**src/sldcm_defines.svh**
```systemverilog
`ifndef SLDCM_DEFINES_SVH
`define SLDCM_DEFINES_SVH

// Register byte offsets.
`define SLDCM_OFF_DIG       12'h000
`define SLDCM_OFF_MISC      12'h018
`define SLDCM_OFF_MCB       12'h020
`define SLDCM_OFF_WDATA     12'h024
`define SLDCM_OFF_RDATA     12'h028
`define SLDCM_OFF_STAT      12'h02c

// Field positions.
`define SLDCM_AST_MSB       5
`define SLDCM_AST_LSB       3
`define SLDCM_DST_MSB       2
`define SLDCM_DST_LSB       0
`define SLDCM_FX100_BIT     8
`define SLDCM_RXLP_BIT      5
`define SLDCM_TXLP_BIT      4
`define SLDCM_RXINV_BIT     3
`define SLDCM_TXINV_BIT     2
`define SLDCM_LRST_BIT      0
`define SLDCM_WR_BIT        31
`define SLDCM_RD_BIT        30
`define SLDCM_SEL_MSB       15

// Reset values.
`define SLDCM_DIG_RST       6'h00
`define SLDCM_MISC_RST      9'h000
`define SLDCM_SEL_RST       16'hffff
`define SLDCM_WDATA_RST     16'h0000

// Timing.
`define SLDCM_PCLK_MHZ      50
`define SLDCM_AST_STEP_US   35
`define SLDCM_DST_BASE_US   150
`define SLDCM_DST_STEP_US   100
`define SLDCM_MCB_FRAME     33
`define SLDCM_MCB_LOOP      16

`endif

```
**src/sldcm_pkg.sv**
```systemverilog
package sldcm_pkg;

	typedef logic [9:0] sldcm_lane_data_t;
	typedef logic [2:0] sldcm_sdcode_t;

	typedef enum logic [1:0] {
		SLDCM_IDLE = 2'b01,
		SLDCM_RUN  = 2'b10
	} sldcm_state_t;

endpackage

```
**src/sldcm_lane_cfg.sv**
```systemverilog
`timescale 1ns/100ps
`include "sldcm_defines.svh"

module sldcm_lane_cfg #(
	parameter int unsigned SD_AST_STEP_CYC = `SLDCM_AST_STEP_US * `SLDCM_PCLK_MHZ,
	parameter int unsigned SD_DST_BASE_CYC = `SLDCM_DST_BASE_US * `SLDCM_PCLK_MHZ,
	parameter int unsigned SD_DST_STEP_CYC = `SLDCM_DST_STEP_US * `SLDCM_PCLK_MHZ
) (
	// Clock and reset
	input  wire logic                        pclk,
	input  wire logic                        presetn,
	// APB slave
	input  wire logic                        psel,
	input  wire logic                        penable,
	input  wire logic                        pwrite,
	input  wire logic [11:0]                 paddr,
	input  wire logic [31:0]                 pwdata,
	output logic      [31:0]                 prdata,
	output logic                             pready,
	output logic                             pslverr,
	// Signal detect
	input  wire logic                        sig_detect_raw,
	output logic                             sig_detect_filt,
	// Lane controls
	output logic                             fiber100_deser_handling_en,
	output logic                             rx_low_power_en,
	output logic                             tx_low_power_en,
	output logic                             lane_rst,
	// Lane data
	input  wire sldcm_pkg::sldcm_lane_data_t rx_deser_data,
	output sldcm_pkg::sldcm_lane_data_t      rx_data_out,
	input  wire sldcm_pkg::sldcm_lane_data_t tx_data_in,
	output sldcm_pkg::sldcm_lane_data_t      tx_ser_data,
	// Macro configuration bus loop
	output logic                             mcb_dout,
	output logic                             mcb_frame,
	input  wire logic                        mcb_din
);
	import sldcm_pkg::*;

	localparam int unsigned LW = $bits(sldcm_lane_data_t);
	localparam logic [5:0] FRAME_LAST = 6'(`SLDCM_MCB_FRAME - 1);
	localparam logic [5:0] LOOP_FIRST = 6'(`SLDCM_MCB_LOOP);
	localparam logic [5:0] RUN_LAST   = 6'(`SLDCM_MCB_FRAME + `SLDCM_MCB_LOOP - 1);

	logic [5:0]             dig_q;
	logic [8:0]             misc_q;
	logic [15:0]            sel_q;
	logic [15:0]            wdata_q;
	logic [15:0]            rdata_q;
	logic                   wr_busy_q;
	logic                   rd_busy_q;
	sldcm_state_t           state_q;
	logic [5:0]             cnt_q;
	logic [32:0]            sh_out_q;
	logic [32:0]            sh_in_q;
	logic                   frame_q;
	logic [31:0]            prdata_q;
	sldcm_lane_data_t       rx_q;
	sldcm_lane_data_t       tx_q;

	// Bus decode.
	wire        apb_setup  = psel & ~penable;
	wire        apb_access = psel & penable;
	wire        hit_dig    = paddr == `SLDCM_OFF_DIG;
	wire        hit_misc   = paddr == `SLDCM_OFF_MISC;
	wire        hit_mcb    = paddr == `SLDCM_OFF_MCB;
	wire        hit_wdata  = paddr == `SLDCM_OFF_WDATA;
	wire        hit_rdata  = paddr == `SLDCM_OFF_RDATA;
	wire        hit_stat   = paddr == `SLDCM_OFF_STAT;
	wire        addr_hit   = hit_dig | hit_misc | hit_mcb | hit_wdata | hit_rdata | hit_stat;
	wire        apb_wr     = apb_access & pwrite & addr_hit;
	wire        busy       = wr_busy_q | rd_busy_q;
	wire        wr_mcb     = apb_wr & hit_mcb;

	// Launches are taken only while idle; write wins if both are set.
	wire        launch_wr  = wr_mcb & pwdata[`SLDCM_WR_BIT] & ~busy;
	wire        launch_rd  = wr_mcb & pwdata[`SLDCM_RD_BIT] & ~pwdata[`SLDCM_WR_BIT] & ~busy;
	wire        launch     = launch_wr | launch_rd;
	wire [15:0] new_sel    = pwdata[`SLDCM_SEL_MSB:0];
	wire        run_end    = (state_q == SLDCM_RUN) && (cnt_q == RUN_LAST);
	wire        capture    = (state_q == SLDCM_RUN) && (cnt_q >= LOOP_FIRST);
	wire [32:0] sh_in_next = {mcb_din, sh_in_q[32:1]};

	wire [31:0] misc_rd    = {23'h000000, misc_q};
	wire [31:0] mcb_rd     = {wr_busy_q, rd_busy_q, 14'h0000, sel_q};
	wire [31:0] rd_mux     = hit_dig   ? {26'h0000000, dig_q} :
	                         hit_misc  ? misc_rd :
	                         hit_mcb   ? mcb_rd :
	                         hit_wdata ? {16'h0000, wdata_q} :
	                         hit_rdata ? {16'h0000, rdata_q} :
	                         hit_stat  ? {31'h00000000, sig_detect_filt} : 32'h00000000;

	assign pready  = 1'b1;
	assign pslverr = apb_access & ~addr_hit;
	assign prdata  = prdata_q;

	// Register file.
	always_ff @(posedge pclk or negedge presetn) begin
		if (!presetn) begin
			dig_q    <= `SLDCM_DIG_RST;
			misc_q   <= `SLDCM_MISC_RST;
			wdata_q  <= `SLDCM_WDATA_RST;
			prdata_q <= 32'h00000000;
		end else begin
			if (apb_wr && hit_dig) begin
				dig_q <= pwdata[`SLDCM_AST_MSB:`SLDCM_DST_LSB];
			end
			if (apb_wr && hit_misc) begin
				misc_q <= pwdata[8:0] & 9'h13d;
			end
			if (apb_wr && hit_wdata) begin
				wdata_q <= pwdata[15:0];
			end
			if (apb_setup) begin
				prdata_q <= rd_mux;
			end
		end
	end

	// Selection vector changes only between transfers.
	always_ff @(posedge pclk or negedge presetn) begin
		if (!presetn) begin
			sel_q <= `SLDCM_SEL_RST;
		end else if (wr_mcb && !busy) begin
			sel_q <= new_sel;
		end
	end

	assign fiber100_deser_handling_en = misc_q[`SLDCM_FX100_BIT];
	assign rx_low_power_en            = misc_q[`SLDCM_RXLP_BIT];
	assign tx_low_power_en            = misc_q[`SLDCM_TXLP_BIT];
	assign lane_rst                   = misc_q[`SLDCM_LRST_BIT];

	// Lane data path; held at zero while the lane is in reset.
	wire [LW-1:0] rx_mask = {LW{misc_q[`SLDCM_RXINV_BIT]}};
	wire [LW-1:0] tx_mask = {LW{misc_q[`SLDCM_TXINV_BIT]}};

	always_ff @(posedge pclk or negedge presetn) begin
		if (!presetn) begin
			rx_q <= '0;
			tx_q <= '0;
		end else begin
			rx_q <= lane_rst ? '0 : rx_deser_data ^ rx_mask;
			tx_q <= lane_rst ? '0 : tx_data_in ^ tx_mask;
		end
	end

	assign rx_data_out = rx_q;
	assign tx_ser_data = tx_q;

	wire [2:0] ast_code_w = dig_q[`SLDCM_AST_MSB:`SLDCM_AST_LSB];

	// Signal detect filter.
	sldcm_sigdet_filter #(
		.AST_STEP_CYC (SD_AST_STEP_CYC),
		.DST_BASE_CYC (SD_DST_BASE_CYC),
		.DST_STEP_CYC (SD_DST_STEP_CYC)
	) u_sigdet (
		.pclk     (pclk),
		.presetn  (presetn),
		.ast_code (dig_q[`SLDCM_AST_MSB:`SLDCM_AST_LSB]),
		.dst_code (dig_q[`SLDCM_DST_MSB:`SLDCM_DST_LSB]),
		.sig_raw  (sig_detect_raw),
		.sig_filt (sig_detect_filt)
	);

	// Loop controller state.
	always_ff @(posedge pclk or negedge presetn) begin
		if (!presetn) begin
			state_q <= SLDCM_IDLE;
		end else begin
			unique case (state_q)
				SLDCM_IDLE: begin
					state_q <= launch ? SLDCM_RUN : SLDCM_IDLE;
				end
				SLDCM_RUN: begin
					state_q <= run_end ? SLDCM_IDLE : SLDCM_RUN;
				end
				default: begin
					state_q <= SLDCM_IDLE;
				end
			endcase
		end
	end

	// Frame is write flag, selection vector, then data, shifted out first bit first.
	always_ff @(posedge pclk or negedge presetn) begin
		if (!presetn) begin
			sh_out_q <= 33'h000000000;
			frame_q  <= 1'b0;
			cnt_q    <= 6'h00;
		end else if (state_q == SLDCM_IDLE) begin
			cnt_q <= 6'h00;
			if (launch) begin
				sh_out_q <= {wdata_q, new_sel, launch_wr};
				frame_q  <= 1'b1;
			end
		end else begin
			sh_out_q <= {1'b0, sh_out_q[32:1]};
			frame_q  <= cnt_q < FRAME_LAST;
			cnt_q    <= cnt_q + 6'h01;
		end
	end

	assign mcb_dout  = sh_out_q[0];
	assign mcb_frame = frame_q;

	// Returned frame capture and completion.
	always_ff @(posedge pclk or negedge presetn) begin
		if (!presetn) begin
			sh_in_q   <= 33'h000000000;
			rdata_q   <= 16'h0000;
			wr_busy_q <= 1'b0;
			rd_busy_q <= 1'b0;
		end else begin
			if (capture) begin
				sh_in_q <= sh_in_next;
			end
			if (run_end && rd_busy_q) begin
				rdata_q <= sh_in_next[32:17];
			end
			if (launch_wr) begin
				wr_busy_q <= 1'b1;
			end else if (run_end) begin
				wr_busy_q <= 1'b0;
			end
			if (launch_rd) begin
				rd_busy_q <= 1'b1;
			end else if (run_end) begin
				rd_busy_q <= 1'b0;
			end
		end
	end
endmodule

```
**src/sldcm_sigdet_filter.sv**
```systemverilog
`timescale 1ns/100ps
`include "sldcm_defines.svh"

module sldcm_sigdet_filter #(
	parameter int unsigned AST_STEP_CYC = 1750,
	parameter int unsigned DST_BASE_CYC = 7500,
	parameter int unsigned DST_STEP_CYC = 5000
) (
	// Clock and reset
	input  wire logic                   pclk,
	input  wire logic                   presetn,
	// Filter setting
	input  wire sldcm_pkg::sldcm_sdcode_t ast_code,
	input  wire sldcm_pkg::sldcm_sdcode_t dst_code,
	// Detector
	input  wire logic                   sig_raw,
	output logic                        sig_filt
);
	import sldcm_pkg::*;

	logic [15:0] cnt_q;
	logic [15:0] cnt_d;
	logic        filt_q;

	// Reserved codes act as the longest delay.
	function automatic logic [15:0] ast_cycles(input logic [2:0] c);
		logic [2:0] k;
		k = (c > 3'h4) ? 3'h4 : c;
		return 16'(k * AST_STEP_CYC);
	endfunction

	function automatic logic [15:0] dst_cycles(input logic [2:0] c);
		logic [2:0] k;
		k = (c > 3'h4) ? 3'h4 : c;
		return (k == 3'h0) ? 16'h0000 : 16'(DST_BASE_CYC + k * DST_STEP_CYC);
	endfunction

	wire [15:0] target_cyc = filt_q ? dst_cycles(dst_code) : ast_cycles(ast_code);
	wire        differ     = sig_raw != filt_q;
	wire        flip       = differ && (cnt_q >= target_cyc);

	assign cnt_d    = (differ && !flip) ? cnt_q + 16'h0001 : 16'h0000;
	assign sig_filt = filt_q;

	always_ff @(posedge pclk or negedge presetn) begin
		if (!presetn) begin
			cnt_q  <= 16'h0000;
			filt_q <= 1'b0;
		end else begin
			cnt_q  <= cnt_d;
			filt_q <= flip ? sig_raw : filt_q;
		end
	end
endmodule

```
**config.mk**
```make
export PLATFORM = sky130hd
export DESIGN_NAME = sldcm_lane_cfg
export DESIGN_NICKNAME = d
export VERILOG_FILES = /design/src/sldcm_pkg.sv /design/src/sldcm_lane_cfg.sv /design/src/sldcm_sigdet_filter.sv
export VERILOG_INCLUDE_DIRS = /design/src
export SDC_FILE = /design/constraint.sdc
export NUM_CORES = 1
export LEC_CHECK = 0
export BUFFER_PORTS_ARGS = -buffer_cell sky130_fd_sc_hd__buf_2
export CAP_MARGIN = 20
export CORE_MARGIN = 1.5
export CORE_UTILIZATION = 49
export CTS_CLUSTER_DIAMETER = 30
export DETAILED_ROUTE_END_ITERATION = 12
export GPL_TIMING_DRIVEN = 0
export PLACE_DENSITY = 0.7
export SYNTH_ARGS = -nofsm -noshare
export SYNTH_HDL_FRONTEND = slang
export SYNTH_SLANG_ARGS = --single-unit
export TNS_END_PERCENT = 50
```
**constraint.sdc**
```tcl
create_clock -name pclk -period 5.18 [get_ports pclk]
set_input_delay 0.777 -clock pclk [delete_from_list [all_inputs] [get_ports pclk]]
set_output_delay 0.777 -clock pclk [all_outputs]
set_load 0.005 [all_outputs]
```
Word level (Yosys, flattened, before mapping)
Cells that the tools add are included.
{"block": "word_totals", "regBits": 206, "elab_cells": 100, "inputBits": 71, "output_inout_bits": 61}
{"block": "op_classes", "n_mux": 24, "bitwise": 24, "reduce_logical": 15, "eq_ne": 10, "addsub": 3, "magnitude_cmp": 5, "multipliers": 2}
{"op": "two-way mux 32 bit", "n": 3}
{"op": "two-way mux 16 bit", "n": 5}
{"op": "two-way mux 33 bit", "n": 2}
{"op": "equality test 12 x 6 -> 1 bit (second input constant)", "n": 4}
{"op": "multiplier 3 x 10 -> 13 bit (second input constant)", "n": 2}
{"op": "two-way mux 10 bit", "n": 2}
{"op": "XOR 10 bit", "n": 2}
{"op": "adder 13 x 16 -> 16 bit (first input constant)", "n": 1}
{"op": "adder 16 x 1 -> 16 bit (second input constant)", "n": 1}
{"op": ">= comparator 16 bit", "n": 1}
{"op": "equality test 12 x 5 -> 1 bit (second input constant)", "n": 1}
{"op": "zero test 12 bit", "n": 1}
{"op": "AND 1 bit", "n": 11}
{"op": "logical AND 1 bit", "n": 9}
{"op": "bitwise OR 1 bit", "n": 7}
{"op": "adder 6 x 1 -> 6 bit (second input constant)", "n": 1}
{"op": "equality test 6 bit (second input constant)", "n": 1}
{"op": ">= comparator 6 x 5 -> 1 bit (second input constant)", "n": 1}
{"op": "> comparator 3 bit (second input constant)", "n": 2}
{"op": "less-than comparator 6 bit (second input constant)", "n": 1}
{"op": "two-way mux 1 bit", "n": 6}
{"op": "two-way mux 3 bit", "n": 2}
{"op": "two-way mux 6 bit", "n": 1}
{"op": "two-way mux 2 bit", "n": 2}
{"op": "9 further kinds", "n": 14}

Longest topological paths before layout
Gate-level depths: netlist (run 1).
{"block": "depth", "word_depth": 14, "depth_mapped": 18, "depth_no_buf": 17}

Cells and area by module
Synthesis (run 1) repeated with hierarchy kept, for this count alone.
{"block": "unflattened", "hier_cells": 879, "hier_area_um2": 9135.0}
{"mod": "sldcm_lane_cfg", "area_per_inst_um2": 7335.8, "cells_each": 664, "instances": 1}
{"mod": "sldcm_sigdet_filter", "area_per_inst_um2": 1799.2, "cells_each": 215, "instances": 1}

Worst setup path after synthesis (run 1)
OpenSTA, ideal clock, no wires.
{"block": "synth_path", "kind": "register to register", "start": "register dig_q[5]", "end": "register u_sigdet.cnt_q[10]", "required_ns": 5.108, "path_stages_with_launch": 19, "synth_period_minus_slack_ns": 3.751, "setup_ns": 0.072, "t_arrival_ns": 3.678, "path_slack_ns": 1.429, "cell_sequence": "dfrtp_1 nand2b_1 ha_1 inv_1 ha_1 inv_1 fa_1 nor2b_1 o21a_1 o31a_1 o2111a_1 nor3_1 ha_1 a21oi_1 o21ai_0 a221oi_1 nand3_1 clkbuf_1 nor2_1"}
{"block": "synth_via", "elab_chain_len": 9}
{"element": "start: declaration", "line": "sldcm_lane_cfg.sv:46", "text": "logic [5:0] dig_q;"}
{"element": "start signal: assignment", "line": "sldcm_lane_cfg.sv:101", "text": "dig_q <= `SLDCM_DIG_RST;"}
{"element": "start signal: assignment", "line": "sldcm_lane_cfg.sv:107", "text": "dig_q <= pwdata[`SLDCM_AST_MSB:`SLDCM_DST_LSB];"}
{"element": "> comparator 3 bit", "line": "sldcm_sigdet_filter.sv:28", "text": "k = (c > 3'h4) ? 3'h4 : c;"}
{"element": "two-way mux 3 bit *", "line": "sldcm_sigdet_filter.sv:28"}
{"element": "multiplier 3 x 10 -> 13 bit *", "line": "sldcm_sigdet_filter.sv:29", "text": "return 16'(k * AST_STEP_CYC);"}
{"element": "two-way mux 16 bit *", "line": "sldcm_sigdet_filter.sv:38", "text": "wire [15:0] target_cyc = filt_q ? dst_cycles(dst_code) : ast_cycles(ast_code);"}
{"element": ">= comparator 16 bit *", "line": "sldcm_sigdet_filter.sv:40", "text": "wire flip = differ && (cnt_q >= target_cyc);"}
{"element": "logical AND 1 bit *", "line": "sldcm_sigdet_filter.sv:40"}
{"element": "zero test 1 bit *", "line": "sldcm_sigdet_filter.sv:42", "text": "assign cnt_d = (differ && !flip) ? cnt_q + 16'h0001 : 16'h0000;"}
{"element": "logical AND 1 bit *", "line": "sldcm_sigdet_filter.sv:42"}
{"element": "two-way mux 16 bit *", "line": "sldcm_sigdet_filter.sv:42"}
{"element": "via u_sigdet.cnt_d[10]", "line": "sldcm_sigdet_filter.sv:22", "text": "logic [15:0] cnt_d;"}
{"element": "end signal: assignment", "line": "sldcm_sigdet_filter.sv:50", "text": "cnt_q <= cnt_d;"}
{"element": "end: declaration", "line": "sldcm_sigdet_filter.sv:21", "text": "logic [15:0] cnt_q;"}
Mark *: on every way through the listed nets, which the timed path passes. The rest lies on a longest branch.
A chain may end at the register's enable or synchronous reset.

Final worst setup path (run 1)
Same ends and word-level chain as after synthesis.

==> results of run 1 <==
[layout make-up]
class | count | share of cell area [%]
inverters | 25 | 0.901
flip-flops and latches | 174 | 42.0
clock buffers | 24 | 4.72
multi-input cells | 568 | 39.9
repair buffers | 101 | 5.21
plain buffers | 57 | 3.23
clock inverters | 8 | 1.24
well taps | 229 | 2.75
[flip-flops by register name, summed over array words and instances, names as in the netlist, 2 cells and up]
register        count
rdata_q            16
rx_data_out        10
dig_q               6
cnt_q               6
tx_ser_data        10
sel_q              16
u_sigdet.cnt_q     16
state_q             2
sh_out_q           33
sh_in_q            15
misc_q              6
wdata_q            16
prdata             18
[power by group]
part	internal, mW	leakage (nW)	switching, mW	total [mW]
registers	1.38	2.14	0.0153	1.40
logic	0.0851	2.27	0.155	0.240
clock network	0.814	0.301	0.523	1.34
total	2.28	4.72	0.694	2.97
[critical path, cell delays in order (launching register included)]
cell,delay [ns]
sky130_fd_sc_hd__dfrtp_1,0.42
sky130_fd_sc_hd__nand2b_1,0.20
sky130_fd_sc_hd__inv_1,0.15
sky130_fd_sc_hd__ha_1,0.28
sky130_fd_sc_hd__ha_1,0.30
sky130_fd_sc_hd__clkbuf_1,0.20
sky130_fd_sc_hd__and2_1,0.21
sky130_fd_sc_hd__o21a_1,0.14
sky130_fd_sc_hd__o31ai_1,0.31
sky130_fd_sc_hd__a21oi_1,0.12
sky130_fd_sc_hd__o31ai_1,0.35
sky130_fd_sc_hd__ha_1,0.32
sky130_fd_sc_hd__and4_1,0.23
sky130_fd_sc_hd__a221oi_1,0.36
sky130_fd_sc_hd__nand3_1,0.32
sky130_fd_sc_hd__clkbuf_1,0.31
sky130_fd_sc_hd__nor2_1,0.16
[how the worst min path moves through the flow]
stage | start | slack, ns | endpoint
finish | presetn | 0.35 | u_sigdet.sig_filt
global route | presetn | 0.40 | u_sigdet.cnt_q[6]
CTS | presetn | 0.37 | u_sigdet.sig_filt
detailed placement | cnt_q[0] | 0.48 | cnt_q[0]
global placement | prdata[1] | 0.46 | prdata[1]
floorplan | cnt_q[0] | 0.45 | cnt_q[0]
[stage by stage]
stage	std cells	utilization (%)	hold WS, ns	power [mW]	cell area, µm²
CTS	1186	58.2	0.375	3.00	10400
global route	1186	58.2	0.404	3.08	10400
global placement	1152	54.5	0.464	1.65	9750
finish	1186	58.2	0.348	2.97	10400
detailed placement	1154	54.7	0.479	1.66	9800
floorplan	824	-	0.445	1.55	8970
[cells by family after synthesis]
group,count (synthesis)
DFF,174
buffers and inverters,82
muxes,114
other,2
xor gates and xnor gates,48
AOI/OAI and AO/OA,146
adders and majority gates,39
and+or+nand+nor,205
[per-layer routing]
metal | wire [µm] | share of wire (%)
met1 | 9630 | 48
met2 | 8970 | 45
met3 | 1120 | 5.6
met4 | 403 | 2.0
met5 | 0 | 0
[placed cells by master, fill, tap and decap left out, types with 15 or more instances in the layout]
cell	count
sky130_fd_sc_hd__o21ai_0	31
sky130_fd_sc_hd__conb_1	16
sky130_fd_sc_hd__a21oi_1	55
sky130_fd_sc_hd__dfrtp_1	157
sky130_fd_sc_hd__mux2_2	72
sky130_fd_sc_hd__clkbuf_16	17
sky130_fd_sc_hd__inv_1	25
sky130_fd_sc_hd__nor2_1	98
sky130_fd_sc_hd__dfstp_2	17
sky130_fd_sc_hd__nand2_1	31
sky130_fd_sc_hd__buf_2	102
sky130_fd_sc_hd__xnor2_1	35
sky130_fd_sc_hd__ha_1	37
sky130_fd_sc_hd__clkbuf_1	31
sky130_fd_sc_hd__nand3_1	15
sky130_fd_sc_hd__a22oi_1	15
sky130_fd_sc_hd__buf_4	15
sky130_fd_sc_hd__mux2i_1	37
==> impl_summary.txt, run 1 <==
----------------------------------------------------
[Run status]
  Run status ... finished clean

[Floorplanning]
  Die area ... ~19,000 µm²
  Initial Util ... between 40% and 50%
  I/O Pins ... 132
  Cell Rows ... approximately 50
  CORE AREA ... between 15,000 and 20,000 µm²
  Die Y-Extent ... approximately 140 µm
  Horizontal die dimension ... 138 µm

[Timing]
  Max transition margin ... between 50% and 60%
  Clock period minus worst slack ... 4.45 ns
  Final clock skew ... approximately 0.0096 ns
  Ratio of final minimum period to clock period ... 85.9%
  Highest Clock Rate ... around 220 MHz
  Setup TNS after final layout ... 0 ns
  Count of endpoints failing setup in the final report ... 0
  Worst-margin pin slew ... 0.741 ns
  Worst Setup Slack, final ... 0.728 ns
  Number of max-slew violations in the final report ... 0
  Unrepaired setup endpoints after global routing ... false
  Number of failing hold endpoints at the final stage ... 0

[Synth]
  Post-synthesis share of cell area spent on full adders, half adders and majority gates ... between 5 and 6%
  XOR/XNOR share of the synthesized area ... 4.72%
  Mean area per synthesized cell ... roughly 11 µm²
  Number of enable-type register cells in the synthesized netlist ... 0
  Fraction of the mapped netlist area in simple logic gates ... between 10% and 20%
  Number of distinct library cell variants in the gate-level netlist after synthesis ... 65
  Dominant register cell in the synthesized netlist ... sky130_fd_sc_hd__dfrtp_1
  Compound-cell area share of the yosys netlist ... a little over a tenth
  Leading area contributor after synthesis ... sky130_fd_sc_hd__dfrtp_1
  Leading post-synthesis cells by instance count ... 157 x sky130_fd_sc_hd__dfrtp_1, 98 x sky130_fd_sc_hd__nor2_1, 72 x sky130_fd_sc_hd__mux2_2
  Post-Synthesis Cell Area ... between 8000 and 9000 µm²
  Sequential area share after synthesis ... 49.1%
  Share of synthesized registers carrying an async set or reset ... between 90% and 100%
  Dominant combinational cell family by area after synthesis ... multiplexers
  Leading cell type by number of instances after synthesis ... sky130_fd_sc_hd__dfrtp_1
  Mux cell area share after synthesis ... 14.0%
  Synthesis warning total ... 0
  Top post-synthesis cells by area ... sky130_fd_sc_hd__dfrtp_1 44%, sky130_fd_sc_hd__mux2_2 9.1%, sky130_fd_sc_hd__ha_1 5.2%, sky130_fd_sc_hd__dfstp_2 5.0%, sky130_fd_sc_hd__mux2i_1 4.2%
  Number of register bits inferred by synthesis ... 174
  Gate count after technology mapping ... 810
  Synth top area share ... 44.1%

[Clock tree]
  CTS tree ... done
  Post-cts repair resize count ... 0
  Setup Buffers After CTS ... 0
  Buffer type at the clock tree root ... sky130_fd_sc_hd__clkbuf_16
  Buffer depth of the longest clock path ... 2
  Number of buffers created by CTS ... 17
  Maximum level of the CTS H-tree ... 4
  Clock-pin slew of the registers on the worst-case setup and hold paths ... 0.06 ns
  Worst-skew pair later-pin latency ... about 0.42 ns
  Hold buffer count at CTS ... 0
  Clk sink count ... about 170

[Global route]
  Wire length of the first global-routing pass ... 32,000 µm
  Met2 demand-to-capacity share in global routing ... 33.9%
  Antenna violations before repair ... 0
  Number of global-route vias before repair ... between 6,000 and 7,000
  Global-route met3 utilization ... 3.84%
  GR peak layer ... met2
  Pin count of the biggest net entering global routing ... 90
  Met1 demand-to-capacity share in global routing ... between 30% and 40%
  Aggregate global-route resource usage ... approximately 22%
  GRT Residual Overflow ... 0

[Place]
  Post-DP HPWL ... 14,900 µm
  Dpl ws ... around 0.76 ns
  Number of port buffers ... around 100
  Placer's final routability congestion estimate ... 0.890

[Setup path]
  Start of the worst register-to-register path ... dig_q[5]
  Endpoint arrival time on the critical path ... 4.79 ns
  Crit path kind ... reg -> reg
  Depth of the worst register-to-register path ... 16
  R2R setup slack ... 0.73 ns
  Category of the worst setup path launch point ... flop
  Launching instance or port of the critical path ... dig_q[5]
  Required time at the worst-slack endpoint ... roughly 5.5 ns
  Maximum fanout encountered on the critical timing path ... 10
  Worst flop-to-flop path endpoint ... u_sigdet.cnt_q[10]
  Critical Path End Type ... flop
  Capturing instance or port of the critical path ... u_sigdet.cnt_q[10]

[Cells and area]
  Number of nets in the finished design ... approximately 1,100
  Storage element area ... 4380 µm²
  Relative area change from synthesis to final layout ... 16.9%
  Area used by multi-input combinational logic ... 4160 µm²
  Fill cell instance count of the final layout ... approximately 1,500
  Antenna Diode Count ... 0
  Fraction of layout cells with a size suffix above 1 ... 27.0%

[Drt]
  Iter 0 DRT Violations ... about 420
  Number of vias after detailed routing ... 6,453
  Number of vias per cell ... approximately 5.4
  Antenna Violating Nets Remaining ... 0
  Routed wire per std cell ... 17.0 µm
  Number of iterations in the first detailed-routing pass ... 5
  Wirelength, routed ... a little over 20,000 µm
  Post-detailed-route DRC marker count ... 0

[Power]
  PD cells ... 285 nW/µm²
  Leak pwr ... between 4 and 5 nW
  Peak VDD IR ... 227 µV

[Worst hold path]
  Class of the tightest hold or removal check ... in -> async

[Flow run]
  Count of max-cap constraint violations ... 0

----------------------------------------------------
(Power assumes the default switching activity.)
==> run 2, diff against run 1 <==
--- a/config.mk
+++ b/config.mk
@@ -6,14 +6,13 @@
 export SDC_FILE = /design/constraint.sdc
 export NUM_CORES = 1
 export LEC_CHECK = 0
-export BUFFER_PORTS_ARGS = -buffer_cell sky130_fd_sc_hd__buf_2
 export CAP_MARGIN = 20
 export CORE_MARGIN = 1.5
 export CORE_UTILIZATION = 49
 export CTS_CLUSTER_DIAMETER = 30
 export DETAILED_ROUTE_END_ITERATION = 12
+export DONT_BUFFER_PORTS = 1
 export GPL_TIMING_DRIVEN = 0
-export PLACE_DENSITY = 0.7
 export SYNTH_ARGS = -nofsm -noshare
 export SYNTH_HDL_FRONTEND = slang
 export SYNTH_SLANG_ARGS = --single-unit
==> run 2 against run 1 <==
  * Clock power down 7%
  * Count of clock-buffer cells in the layout down 5
  * First-iteration DRC count up 13%
  * Hold slack worse by 0.30 ns
  * Flip-flop and latch count unchanged
  * Utilization down 3.2 points
  * Combinational power down 31%
  * Via count down 5.1%
  * Critical path depth up 1
  * Largest cell class unchanged
  * Highest routed layer unchanged
==> impl_summary.txt, run 2 (synthesis gave the netlist of run 1 again) <==
----------------------------------------------------
[Clock tree]
  Clock-pin slew of the registers on the worst-case setup and hold paths ... 0.07 ns
  Worst-skew pair later-pin latency ... 0.43 ns
  Setup Buffers After CTS ... 0
  Clk sink count ... about 170
  Maximum level of the CTS H-tree ... 4
  Buffer type at the clock tree root ... sky130_fd_sc_hd__clkbuf_16
  Number of buffers created by CTS ... 17
  Post-cts repair resize count ... 0
  Hold buffer count at CTS ... 0
  Buffer depth of the longest clock path ... 2
  CTS tree ... done

[Drt]
  Routed wire per std cell ... 19.0 µm
  Post-detailed-route DRC marker count ... 0
  Number of vias per cell ... roughly 5.6
  Number of iterations in the first detailed-routing pass ... 5
  Antenna Violating Nets Remaining ... 0
  Wirelength, routed ... 20,700 µm
  Iter 0 DRT Violations ... 472
  Number of vias after detailed routing ... 6,125

[Global route]
  Antenna violations before repair ... 0
  Wire length of the first global-routing pass ... 33,000 µm
  Number of global-route vias before repair ... between 6,000 and 7,000
  Aggregate global-route resource usage ... 23.0%
  Pin count of the biggest net entering global routing ... ~180
  GRT Residual Overflow ... 0

[Place]
  Post-Place Cell Area ... 9260 µm²
  Placer's final routability congestion estimate ... 0.863
  Dpl ws ... 0.567 ns
  Post-DP HPWL ... around 16,000 µm
  Placed instance count ... 1,054
  Number of port buffers ... 0

[Power]
  PnR Total Power ... between 2 and 3 mW
  Leak pwr ... 4.24 nW
  PD cells ... 286 nW/µm²
  Peak VDD IR ... 224 µV

[Floorplanning]
  Die area ... between 15,000 and 20,000 µm²
  Horizontal die dimension ... 138 µm
  CORE AREA ... 17,900 µm²
  Die Y-Extent ... approximately 140 µm
  Cell Rows ... between 40 and 50
  Initial Util ... 49.8%
  I/O Pins ... 132

[Setup path]
  Sequence of cells on the critical path ... nand2b_1 > inv_1 > ha_1 > ha_1 > clkbuf_1 > and2_1 > o21a_1 > o31a_1 > o2111a_1 > nor3_1 > ha_1 > a21oi_1 > o21ai_0 > a221oi_1 > nand3_1 > clkbuf_1 > nor2_1
  Slowest cell on the critical path ... sky130_fd_sc_hd__dfrtp_1
  Worst flop-to-flop path endpoint ... u_sigdet.cnt_q[10]
  Crit path buf inv count ... 3
  Depth of the worst register-to-register path ... 17
  Instance count on the critical path ... 17
  Category of the worst setup path launch point ... flop
  Endpoint arrival time on the critical path ... 4.95 ns
  Required time at the worst-slack endpoint ... 5.53 ns
  Crit path kind ... reg -> reg
  Maximum fanout encountered on the critical timing path ... 10
  R2R setup slack ... 0.58 ns
  Critical Path End Type ... flop
  Critical Path Most Common Cell ... sky130_fd_sc_hd__ha_1
  Largest incremental delay on the critical path ... 0.42 ns
  Critical path's top delay family ... compound AO/OA/AOI/OAI gates
  Start of the worst register-to-register path ... dig_q[5]

[Timing]
  Highest Clock Rate ... 217 MHz
  Max transition margin ... 49.0%
  Worst-margin pin slew ... 0.759 ns
  Count of endpoints failing setup in the final report ... 0
  Clock period minus worst slack ... 4.60 ns
  Unrepaired setup endpoints after global routing ... false
  Ratio of final minimum period to clock period ... 88.9%
  Final clock skew ... 0.00869 ns
  Number of max-slew violations in the final report ... 0
  Smallest hold slack ... 0.0474 ns
  Worst Setup Slack, final ... 0.578 ns
  Number of failing hold endpoints at the final stage ... 0
  Setup TNS after final layout ... 0 ns

[Cells and area]
  Final core occ ... 55.0%
  Commonest cells after routing, fill and taps aside ... 157 x sky130_fd_sc_hd__dfrtp_1, 98 x sky130_fd_sc_hd__nor2_1, 72 x sky130_fd_sc_hd__mux2_2
  Final instance area ... between 9000 and 10,000 µm²
  Flip-flop count of the largest register after layout ... 33
  Non-filler instance count after layout ... 1,087
  Fill cell instance count of the final layout ... about 1,600
  Most common library cell in the layout ignoring fill and taps ... sky130_fd_sc_hd__dfrtp_1
  Relative area change from synthesis to final layout ... 10.4%
  Number of nets in the finished design ... 954
  Register containing the most flip-flops in the final layout ... sh_out_q
  Fraction of layout cells with a size suffix above 1 ... 18.7%

[Run status]
  Run status ... finished clean

[Worst hold path]
  Class of the tightest hold or removal check ... in -> async

[Flow run]
  Count of max-cap constraint violations ... 0

----------------------------------------------------
-- run 2: changes by cell type in the layout (fill, tap and decap cells not counted), sizes merged --
cell | before | now
clkinv | 3 | 2
diode | 0 | 1
inv | 26 | 31
clkinvlp | 1 | 4
clkbuf | 52 | 47
buf | 129 | 29
bufinv | 3 | 1
-- run 2: worst max path at each step --
stage,from,to,slack (ns)
2_1_floorplan,dig_q[5],u_sigdet.cnt_q[10],1.43
4_1_cts,dig_q[5],u_sigdet.cnt_q[13],0.56
3_3_place_gp,dig_q[5],u_sigdet.cnt_q[7],0.61
5_1_grt,dig_q[5],u_sigdet.cnt_q[13],0.24
3_5_place_dp,dig_q[5],u_sigdet.cnt_q[9],0.57
6_report,dig_q[5],u_sigdet.cnt_q[10],0.58
-- run 2: cell type report --
class / count / area, µm² / share of cell area [%]
Tap cell: 229 / 287 / 2.91
Multi-Input combinational cell: 568 / 4160 / 42.3
Buffer: 57 / 337 / 3.42
Inverter: 25 / 93.8 / 0.954
Sequential cell: 174 / 4380 / 44.5
Clock buffer: 19 / 443 / 4.50
Antenna cell: 1 / 2.50 / 0.0254
Clock inverter: 13 / 131 / 1.34
Timing Repair Buffer: 1 / 10.0 / 0.102
-- run 2: where the power goes --
| group | switching [mW] | internal [mW] |
|---|---|---|
| clock network | 0.560 | 0.687 |
| registers | 0.0210 | 1.38 |
| logic | 0.105 | 0.0599 |
| total | 0.686 | 2.13 |
-- run 2: per-layer routing --
layer  part of all wire [%]  GRT usage (%)
met5                      0              0
met4                    1.5           6.66
met3                    7.1           6.69
met2                     48           37.8
met1                     44           29.6
